<file path="src/hdl/mcs_pkg.sv">
package mcs_pkg;
	localparam int          PHASE_DIV     = 2;
	localparam int          PHASE_W       = 1;
	localparam logic        SEL_RST       = 1'h0;
	localparam logic [PHASE_W-1:0] PHASE_RST = 1'h0;
	localparam logic        VALID_RST     = 1'h1;
	localparam int          SYNC_STAGES   = 2;
	localparam int          SYNC_WIDTH    = 4;
	localparam int          IDX_SCLK      = 0;
	localparam int          IDX_SE        = 1;
	localparam int          IDX_DP        = 2;
	localparam int          IDX_DN        = 3;
endpackage : mcs_pkg

</file>
<file path="src/hdl/mcs_sync2.sv">
`timescale 1ns/10ps
module mcs_sync2 #(
	parameter int WIDTH = mcs_pkg::SYNC_WIDTH
) (
	input  wire logic             clk,
	input  wire logic             rst,
	input  wire logic [WIDTH-1:0] async_in,
	output logic      [WIDTH-1:0] sync_out
);
	typedef struct packed {
		logic [WIDTH-1:0] meta;
		logic [WIDTH-1:0] stable;
	} mcs_sync_s;

	mcs_sync_s st;
	mcs_sync_s next_st;

	// First stage feeds only the second; nothing else looks at it
	always_comb begin
		next_st        = st;
		next_st.meta   = async_in;
		next_st.stable = st.meta;
	end

	always_ff @(posedge clk) begin
		if (rst) begin
			st <= '0;
		end else begin
			st <= next_st;
		end
	end

	assign sync_out = st.stable;
endmodule : mcs_sync2

</file>
<file path="src/hdl/mcs_sample_sync.sv">
`timescale 1ns/10ps
module mcs_sample_sync #(
	parameter int PHASE_DIV = mcs_pkg::PHASE_DIV
) (
	input  wire logic                        clk,
	input  wire logic                        rst,
	input  wire logic                        sample_clk,
	input  wire logic                        sample_sync_reset,
	input  wire logic                        sample_sync_reset_p,
	input  wire logic                        sample_sync_reset_n,
	input  wire logic                        select_write,
	input  wire logic                        select_value,
	output logic                             diff_sync_reset_select,
	output logic [mcs_pkg::PHASE_W-1:0]      sample_phase,
	output logic                             data_valid,
	output logic                             sync_active,
	output logic                             realign_pulse
);
	typedef struct packed {
		logic                        sel;
		logic                        sclk_d;
		logic                        active;
		logic                        armed;
		logic                        valid;
		logic                        realign;
		logic [mcs_pkg::PHASE_W-1:0] phase;
	} mcs_state_s;

	mcs_state_s st;
	mcs_state_s next_st;
	logic [mcs_pkg::SYNC_WIDTH-1:0] raw;
	logic [mcs_pkg::SYNC_WIDTH-1:0] syn;
	logic                           sclk_s;
	logic                           se_s;
	logic                           diff_s;
	logic                           rst_now;
	logic                           sclk_fall;

	// Local alias keeps every size cast on a plain name; the width itself stays in the package
	localparam int PW = mcs_pkg::PHASE_W;

	function automatic logic [PW-1:0] phase_step(input logic [PW-1:0] p);
		logic [PW-1:0] last;
		last = PW'(PHASE_DIV - 1);
		return (p == last) ? mcs_pkg::PHASE_RST : PW'(p + 1'h1);
	endfunction : phase_step

	assign raw[mcs_pkg::IDX_SCLK] = sample_clk;
	assign raw[mcs_pkg::IDX_SE]   = sample_sync_reset;
	assign raw[mcs_pkg::IDX_DP]   = sample_sync_reset_p;
	assign raw[mcs_pkg::IDX_DN]   = sample_sync_reset_n;

	// All pins cross together so the release and the sample edge keep their skew
	mcs_sync2 #(
		.WIDTH    (mcs_pkg::SYNC_WIDTH)
	) u_sync (
		.clk      (clk),
		.rst      (rst),
		.async_in (raw),
		.sync_out (syn)
	);

	assign sclk_s    = syn[mcs_pkg::IDX_SCLK];
	assign se_s      = syn[mcs_pkg::IDX_SE];
	assign diff_s    = syn[mcs_pkg::IDX_DP] & ~syn[mcs_pkg::IDX_DN];
	assign rst_now   = st.sel ? diff_s : se_s;
	assign sclk_fall = st.sclk_d & ~sclk_s;

	always_comb begin
		next_st         = st;
		next_st.sclk_d  = sclk_s;
		next_st.realign = 1'h0;
		if (select_write) begin
			next_st.sel = select_value;
		end
		if (rst_now) begin
			next_st.active = 1'h1;
			next_st.armed  = 1'h0;
			next_st.valid  = 1'h0;
			next_st.phase  = mcs_pkg::PHASE_RST;
		end else if (st.active && !st.armed) begin
			// Release seen; wait for the falling edge that follows it
			next_st.armed = 1'h1;
		end else if (st.armed && sclk_fall) begin
			next_st.armed   = 1'h0;
			next_st.active  = 1'h0;
			next_st.valid   = 1'h1;
			next_st.realign = 1'h1;
			next_st.phase   = mcs_pkg::PHASE_RST;
		end else if (!st.active && sclk_fall) begin
			next_st.phase = phase_step(st.phase);
		end
	end

	always_ff @(posedge clk) begin
		if (rst) begin
			st        <= '0;
			st.sel    <= mcs_pkg::SEL_RST;
			st.valid  <= mcs_pkg::VALID_RST;
			st.phase  <= mcs_pkg::PHASE_RST;
		end else begin
			st <= next_st;
		end
	end

	assign diff_sync_reset_select = st.sel;
	assign sample_phase           = st.phase;
	assign data_valid             = st.valid;
	assign sync_active            = st.active;
	assign realign_pulse          = st.realign;
endmodule : mcs_sample_sync

</file>
<file path="config.mk">
export PLATFORM = sky130hd
export DESIGN_NAME = mcs_sample_sync
export DESIGN_NICKNAME = d
export VERILOG_FILES = /design/src/hdl/mcs_pkg.sv /design/src/hdl/mcs_sync2.sv /design/src/hdl/mcs_sample_sync.sv
export SDC_FILE = /design/constraint.sdc
export NUM_CORES = 1
export LEC_CHECK = 0
export ABC_AREA = 1
export BUFFER_PORTS_ARGS = -buffer_cell sky130_fd_sc_hd__clkbuf_2
export CORE_AREA = 2 2 39 41
export DETAILED_ROUTE_END_ITERATION = 16
export DIE_AREA = 0 0 41 43
export GPL_ROUTABILITY_DRIVEN = 0
export PLACE_DENSITY = 0.59
export SYNTH_ARGS = -nofsm -noshare
export SYNTH_HDL_FRONTEND = slang
export SYNTH_SLANG_ARGS = --single-unit
</file>
<file path="constraint.sdc">
create_clock -name clk -period 0.95 [get_ports clk]
set_input_delay 0.1425 -clock clk [delete_from_list [all_inputs] [get_ports clk]]
set_output_delay 0.1425 -clock clk [all_outputs]
set_load 0.005 [all_outputs]
</file>
# Word-level counts from Yosys, hierarchy flattened
# Cells that the tools add are included.
[classes]
n_addsub = 1
eq_ne = 1
n_mux = 9
bitwise_logic = 5
n_reduce_logical = 12
[op_table]
columns = ["operator", "n"]
rows = [
  ["2-to-1 mux 1 bit", 6],
  ["2-to-1 mux 3 bit", 2],
  ["nonzero test 2 bit", 3],
  ["2-to-1 mux 4 bit", 1],
  ["AND reduction 2 bit", 2],
  ["logical AND 1 bit", 3],
  ["NOT 1 bit", 3],
  ["OR reduction 3 bit", 1],
  ["bitwise AND 1 bit", 2],
  ["logical NOT 1 bit", 2],
  ["inequality test 2 bit (second input constant)", 1],
  ["OR reduction 2 bit", 1],
  ["adder 1 bit (second input constant)", 1],
]
[word_totals]
regBits = 15
inputBits = 8
out_inout_bits = 5
word_cells = 37

# Longest topological paths before layout
# Gate-level depths: netlist of run 1.
[logic_depth]
ltp_word = 7
mapped_depth = 6
ltp_nobuf = 6

# Modules after synthesis
# A second synthesis of run 1 with hierarchy kept.
[hier_totals]
cells_unflattened = 65
hier_area_um2 = 510.5
[by_module_without_submodules]
columns = ["mod", "instances", "cells_per_inst", "area_each_um2", "seq_area_each_um2"]
rows = [
  ["mcs_sample_sync", 1, 40, 279.0, 140.1],
  ["mcs_sync2", 1, 25, 231.5, 160.2],
]

# Worst setup path after synthesis of run 1
# No wires, ideal clock.
[synth_path]
path_kind = "flip-flop to flip-flop"
from = "reg st, in the netlist diff_sync_reset_select"
to = "reg st[3] (netlist name)"
setup_ns = 0.117
arrival_time_ns = 0.671
required_time_ns = 0.833
slack_ns = 0.162
stages_incl_launch_ff = 6
path_buffers = 0
period_less_slack_ns = 0.788
path_cell_list = "dfxtp_1 > nand2_1 > nor2_1 > nor2_2 > nand2_2 > nor2_1"
[synth_via]
elab_chain_len = 2
[synth_rtl]
columns = ["item", "line", "rtl"]
rows = [
  ["start, declared", "mcs_sample_sync.sv:29", "mcs_state_s st;"],
  ["start signal, assigned", "mcs_sample_sync.sv:102", "st <= next_st;"],
  ["2-to-1 mux 1 bit", "mcs_sample_sync.sv:66", "assign rst_now = st.sel ? diff_s : se_s;"],
  ["OR reduction 2 bit (no line)", "-", ""],
]
# Every way passes these cells.
# A chain may end at the register's enable or synchronous reset.

# Worst setup path after layout of run 1
[layout_path]
from = "reg st, in the netlist sync_active"
to = "out sync_active"
[layout_rtl]
columns = ["item", "line", "rtl"]
rows = [
  ["end, declared", "mcs_sample_sync.sv:16", "output logic sync_active,"],
]
# No word-level cell between the ends.

==> flow_metrics.py, run 1 <==
metrics = {
    "power": {
        "ir_drop_uv": 954,
        "switching_share_pct": 21.6,
        "totalPowerFinal_mw": 1.10,
        "pwr-share-clk_pct": 31.3,
        "power_density_mw_per_mm2": 1770,
        "p_leak_nw": 0.320,
        "netSwitchingPower_mw": 0.239,
        "pwr-share-comb_pct": 7.6,
        "p_seq_share_pct": 61.1,
        "internal_power_mw": 0.864,
    },
    "routing": {
        "drt_wl_total_microns": 660,
        "detail_route.wl_per_cell_microns": 6.80,
        "vias": 385,
        "ant_nets": 0,
        "firstDrtPassIters": 4,
        "drt-initial-drc-count": 4,
        "post-route-drc-count": 0,
        "drt-vias-per-instance": 3.97,
    },
    "worst_setup_path": {
        "required_ns": 0.81,
        "path_cells": "buf_6",
        "cp.arrival_ns": 0.74,
        "path_delay_family": "flip-flops",
        "slowest_stage": "dfxtp_2",
        "r2r_slack_ns": 0.16,
        "critPathKind": "reg2out",
        "cp-start-kind": "flop",
        "cp-end-kind": "output pin",
        "timing.rr.end": "sample_phase",
        "crit_path_max_fanout": 5,
        "critPathBufInv": 1,
        "rr_worst_depth": 5,
        "cp_slowest_stage_delay_ns": 0.37,
        "crit-reg2reg-launch": "diff_sync_reset_select",
    },
    "floorplanning": {
        "core-area_sq_mm": 0.00138,
        "fp.dieH_microns": 43,
        "die_w_microns": 41,
        "ios": 13,
        "initial_core_util_pct": 36.4,
        "num_rows": 14,
        "die-area_sq_mm": 0.00176,
    },
    "logic_synthesis": {
        "ys.flop_type": "dfxtp_1",
        "yosysTopAreaCell": "dfxtp_1",
        "syn_avg_cell_area_sq_um": 7.76,
        "ys.warnings.count": 0,
        "synth_edf_count": 0,
        "syn_nets": 73,
        "async_flop_share_pct": 0,
        "synthDominantCellAreaShare_pct": 59.6,
        "synth_most_common_cell": "inv_1",
        "ys_seq_area_share_pct": 59.6,
        "synthesis.area_sq_um": 504,
        "ys_top_cells_by_count": "16 x inv_1, 15 x dfxtp_1, 15 x nor2_1",
        "ys_ff_latch": 15,
        "syn_inst": 65,
        "ys_types": 10,
        "synthTopCellsByArea": "dfxtp_1 60%, inv_1 12%, nor2_1 11%",
    },
    "clock_network": {
        "clockBufferDepth": 2,
        "cts_root_buf": "clkbuf_4",
        "cts-buffers-inserted": 3,
        "cts_hold_buf": 0,
        "path_clk_slew_ns": 0.08,
        "cts_tree": "yes",
        "cts_setup_buffers": 0,
        "clk_latency_ns": 0.27,
        "clock-sinks": 15,
        "cts-htree-levels": 1,
    },
    "global_route": {
        "grt_pass1_vias": 318,
        "grt_max_degree": 9,
        "grt_overflow": 0,
        "antenna_found_initial": 0,
        "grt.total_usage_pct": 10.8,
        "grt_pass1_wl_microns": 1210,
    },
    "flow_run": {
        "cap_viol_max_count": 0,
    },
    "place": {
        "numPortBuffers": 12,
        "dpl.hpwl_microns": 529,
    },
    "timing": {
        "final.setup_skew_ns": 0.00188,
        "setup_viol": 0,
        "rsz0062_at_grt": "false",
        "worstMarginPinSlew_ns": 0.139,
        "setup_tns_ns": 0,
        "max_freq_mhz": 1140,
        "maxSlewViolCount": 0,
        "hold_viol_final": 0,
        "min_period_ns": 0.880,
        "max-slew-margin-rel_pct": 90.7,
        "period_share_pct": 92.6,
    },
    "layout": {
        "num-fill-cells": 148,
        "nets": 90,
        "syn_to_final_growth_pct": 23.6,
        "layout-drive-gt1-share_pct": 27.2,
        "antennaDiodeCount": 0,
    },
    "worst_hold_path": {
        "hp-start": "select_write",
        "whs_path_depth": 2,
        "holdPathEnd": "diff_sync_reset_select",
        "worstHoldPathType": "in2reg",
    },
    "run_status": {
        "status": "complete, no violations",
    },
}
==> flip-flops by register name, indices dropped and copies added, names as in the netlist <==
signal	cells
u_sync.next_st	4
u_sync.sync_out	4
st	2
data_valid	1
diff_sync_reset_select	1
realign_pulse	1
sample_phase	1
sync_active	1
==> kinds of logic (layout without fill, tap and decap cells) <==
family                 count (synthesis)  in the layout  synth area share (%)
buffers and inverters                 17             33                  12.9
AO/OA/AOI/OAI                          4              4                  3.97
AND/OR/NAND/NOR                       29             29                  23.6
flip-flops                            15             15                  59.6
==> worst max-delay path by stage <==
stage / slack [ns] / depth (start not counted) / to / start
finish: 0.07 / 1 / sync_active / sync_active
global route: 0.01 / 1 / sync_active / sync_active
CTS: 0.02 / 1 / diff_sync_reset_select / diff_sync_reset_select
detailed placement: 0.14 / 4 / sample_phase / diff_sync_reset_select
global placement: 0.15 / 4 / sample_phase / diff_sync_reset_select
floorplan: 0.16 / 5 / st[3] / diff_sync_reset_select
==> stage by stage <==
| step | utilization [%] | hold slack (ns) | cells | cell area, sq um | worst slack [ns] |
|---|---|---|---|---|---|
| 6_report | 45.0 | 0.0421 | 97 | 623 | 0.0699 |
| 5_1_grt | 45.0 | 0.0527 | 97 | 623 | 0.0110 |
| 4_1_cts | 44.4 | 0.0363 | 97 | 614 | 0.0245 |
| 3_5_place_dp | 42.4 | 0.340 | 93 | 587 | 0.138 |
| 3_3_place_gp | 42.4 | 0.337 | 93 | 587 | 0.150 |
| 2_1_floorplan | - | 0.236 | 65 | 504 | 0.162 |
==> layout by cell type (no fill, tap or decap) <==
master and n:
dfxtp_1 12, buf_4 1, nor2_1 15, inv_1 16, buf_6 1, nand3_1 2, o21ai_0 2, clkbuf_2 11
clkbuf_1 1, dfxtp_2 3, a21oi_1 2, nand2_2 1, clkbuf_4 3, nor2_2 2, nand2_1 9
==> final cells by class <==
cell class / instances / area, sq um / share of cell area, %
timing repair buffer: 13 / 73.8 / 11.8
multi-input combinational: 33 / 139 / 22.3
tap: 16 / 20.0 / 3.21
clock buffer: 4 / 26.3 / 4.22
sequential: 15 / 304 / 48.8
inverter: 16 / 60.1 / 9.64
==> power by group through the flow <==
stage | Combinational (mW) | Sequential (mW) | Clock [mW]
floorplan | 0.0495 | 0.686 | 0
global route | 0.101 | 0.679 | 0.390
finish | 0.0843 | 0.674 | 0.345
detailed placement | 0.0835 | 0.687 | 0
global placement | 0.0821 | 0.687 | 0
CTS | 0.0840 | 0.673 | 0.369
==> what timing repair did <==
item | CTS | global route
endpoints found under the setup margin | 1 | 3
hold endpoints to repair | 0 | 0
gates resized for setup | 1 | 4
gates cloned | 0 | 0
==> layer usage <==
metal	wire length (microns)	global-route usage (%)	share of wire, %	up-vias
met5	0	0	0	-
met2	316	16.6	48	11
li1	-	-	-	217
met1	279	9.90	42	155
met3	51	6.28	7.7	2
met4	12	8.00	1.8	0
Power figures use the tool's default switching activity.
==> run 2, diff against run 1 <==
- clock period: 0.95 -> 1 ns (I/O delays scaled with it)
==> flow_metrics.py, run 2 (same netlist as run 1, synthesis figures left out) <==
metrics = {
    "timing": {
        "rsz0062_at_grt": "false",
        "fin_hold_ws_ns": 0.0570,
        "max-slew-margin-rel_pct": 90.7,
        "worstMarginPinSlew_ns": 0.139,
        "max_freq_mhz": 1100,
        "maxSlewViolCount": 0,
        "worst_slack_ns": 0.0907,
        "hold_viol_final": 0,
        "min_period_ns": 0.909,
        "setup_viol": 0,
        "final.setup_skew_ns": 0.00248,
        "period_share_pct": 90.9,
        "setup_tns_ns": 0,
    },
    "power": {
        "ir_drop_uv": 897,
        "p_leak_nw": 0.317,
        "power_density_mw_per_mm2": 1700,
        "totalPowerFinal_mw": 1.04,
    },
    "global_route": {
        "grt_pass1_vias": 315,
        "met2_usage_pct": 16.6,
        "antenna_found_initial": 0,
        "met3_usage_pct": 6.28,
        "grt.total_usage_pct": 10.7,
        "busiest_layer": "met2",
        "grt_pass1_wl_microns": 1200,
        "grt_max_degree": 9,
        "grt_overflow": 0,
        "met1_usage_pct": 9.57,
    },
    "layout": {
        "mostFrequentLayoutCell": "inv_1",
        "nets": 90,
        "layout-drive-gt1-share_pct": 24.7,
        "antennaDiodeCount": 0,
        "syn_to_final_growth_pct": 21.8,
        "utilization_pct": 44.4,
        "multi_input_area_sq_um": 139,
        "final_cell_mix": "16 x inv_1, 15 x nor2_1, 14 x dfxtp_1",
        "regArea_sq_um": 302,
        "num-fill-cells": 152,
        "instances_no_fill": 97,
        "fin_area_sq_um": 614,
    },
    "clock_network": {
        "cts-htree-levels": 1,
        "cts_root_buf": "clkbuf_4",
        "cts_tree": "yes",
        "clockBufferDepth": 2,
        "cts_hold_buf": 0,
        "cts_setup_buffers": 0,
        "cts-buffers-inserted": 3,
        "clock-sinks": 15,
        "path_clk_slew_ns": 0.08,
        "clk_latency_ns": 0.27,
    },
    "floorplanning": {
        "die-area_sq_mm": 0.00176,
        "initial_core_util_pct": 36.4,
        "ios": 13,
        "core-area_sq_mm": 0.00138,
        "num_rows": 14,
        "fp.dieH_microns": 43,
        "die_w_microns": 41,
    },
    "worst_setup_path": {
        "path_delay_family": "flip-flops",
        "crit-reg2reg-launch": "diff_sync_reset_select",
        "crit_start": "diff_sync_reset_select",
        "critPathKind": "reg2out",
        "required_ns": 0.85,
        "cp-end-kind": "output pin",
        "critPathBufInv": 1,
        "slowest_stage": "dfxtp_1",
        "cp.arrival_ns": 0.76,
        "cp-start-kind": "flop",
        "cp_slowest_stage_delay_ns": 0.36,
        "crit_path_max_fanout": 4,
        "path_cells": "clkbuf_2",
    },
    "routing": {
        "drt-initial-drc-count": 4,
        "vias": 383,
        "post-route-drc-count": 0,
        "detail_route.wl_per_cell_microns": 6.79,
        "firstDrtPassIters": 3,
        "drt_wl_total_microns": 659,
        "drt-vias-per-instance": 3.95,
        "ant_nets": 0,
    },
    "place": {
        "dpl.cell_count": 93,
        "dpl.hpwl_microns": 529,
        "place_area_sq_um": 587,
        "numPortBuffers": 12,
        "preCtsSetupSlack_ns": 0.188,
    },
    "worst_hold_path": {
        "worstHoldPathType": "in2reg",
        "hp-start": "sample_sync_reset_n",
    },
    "run_status": {
        "status": "complete, no violations",
    },
    "flow_run": {
        "cap_viol_max_count": 0,
    },
}
## run 2: area by class of cell
type | instances | share of cell area [%]
multi-input cells | 33 | 22.6
inverters | 16 | 9.78
flip-flops and latches | 15 | 49.1
repair buffers | 13 | 11.0
well taps | 16 | 3.26
clock buffers | 4 | 4.28
## run 2: per-layer routing
metal  vias to the layer above  part of all wire, %
met5                         -                    0
met4                         0                  1.8
met3                         2                  7.4
met2                        10                   48
met1                       154                   42
li1                        217                    -
## run 2: repair_timing
item,CTS,global route
endpoints found under the hold margin,0,0
resized for setup,0,1
setup endpoints to repair,0,1
## run 2: where the power goes
group	total [mW]	internal (mW)	switching (mW)	leakage, nW
clock	0.326	0.155	0.171	0.0150
combinational	0.0773	0.0373	0.0400	0.178
sequential	0.639	0.625	0.0134	0.124
total	1.04	0.817	0.224	0.317
## run 2: path summary, 6_finish.rpt
kind | endpoint | slack [ns] | cells after the start
max | diff_sync_reset_select | 0.09 | 1
min reg2reg | u_sync.sync_out[0] | 0.40 | 2
min | u_sync.next_st[3] | 0.06 | 3
max reg2reg | sample_phase | 0.19 | 4
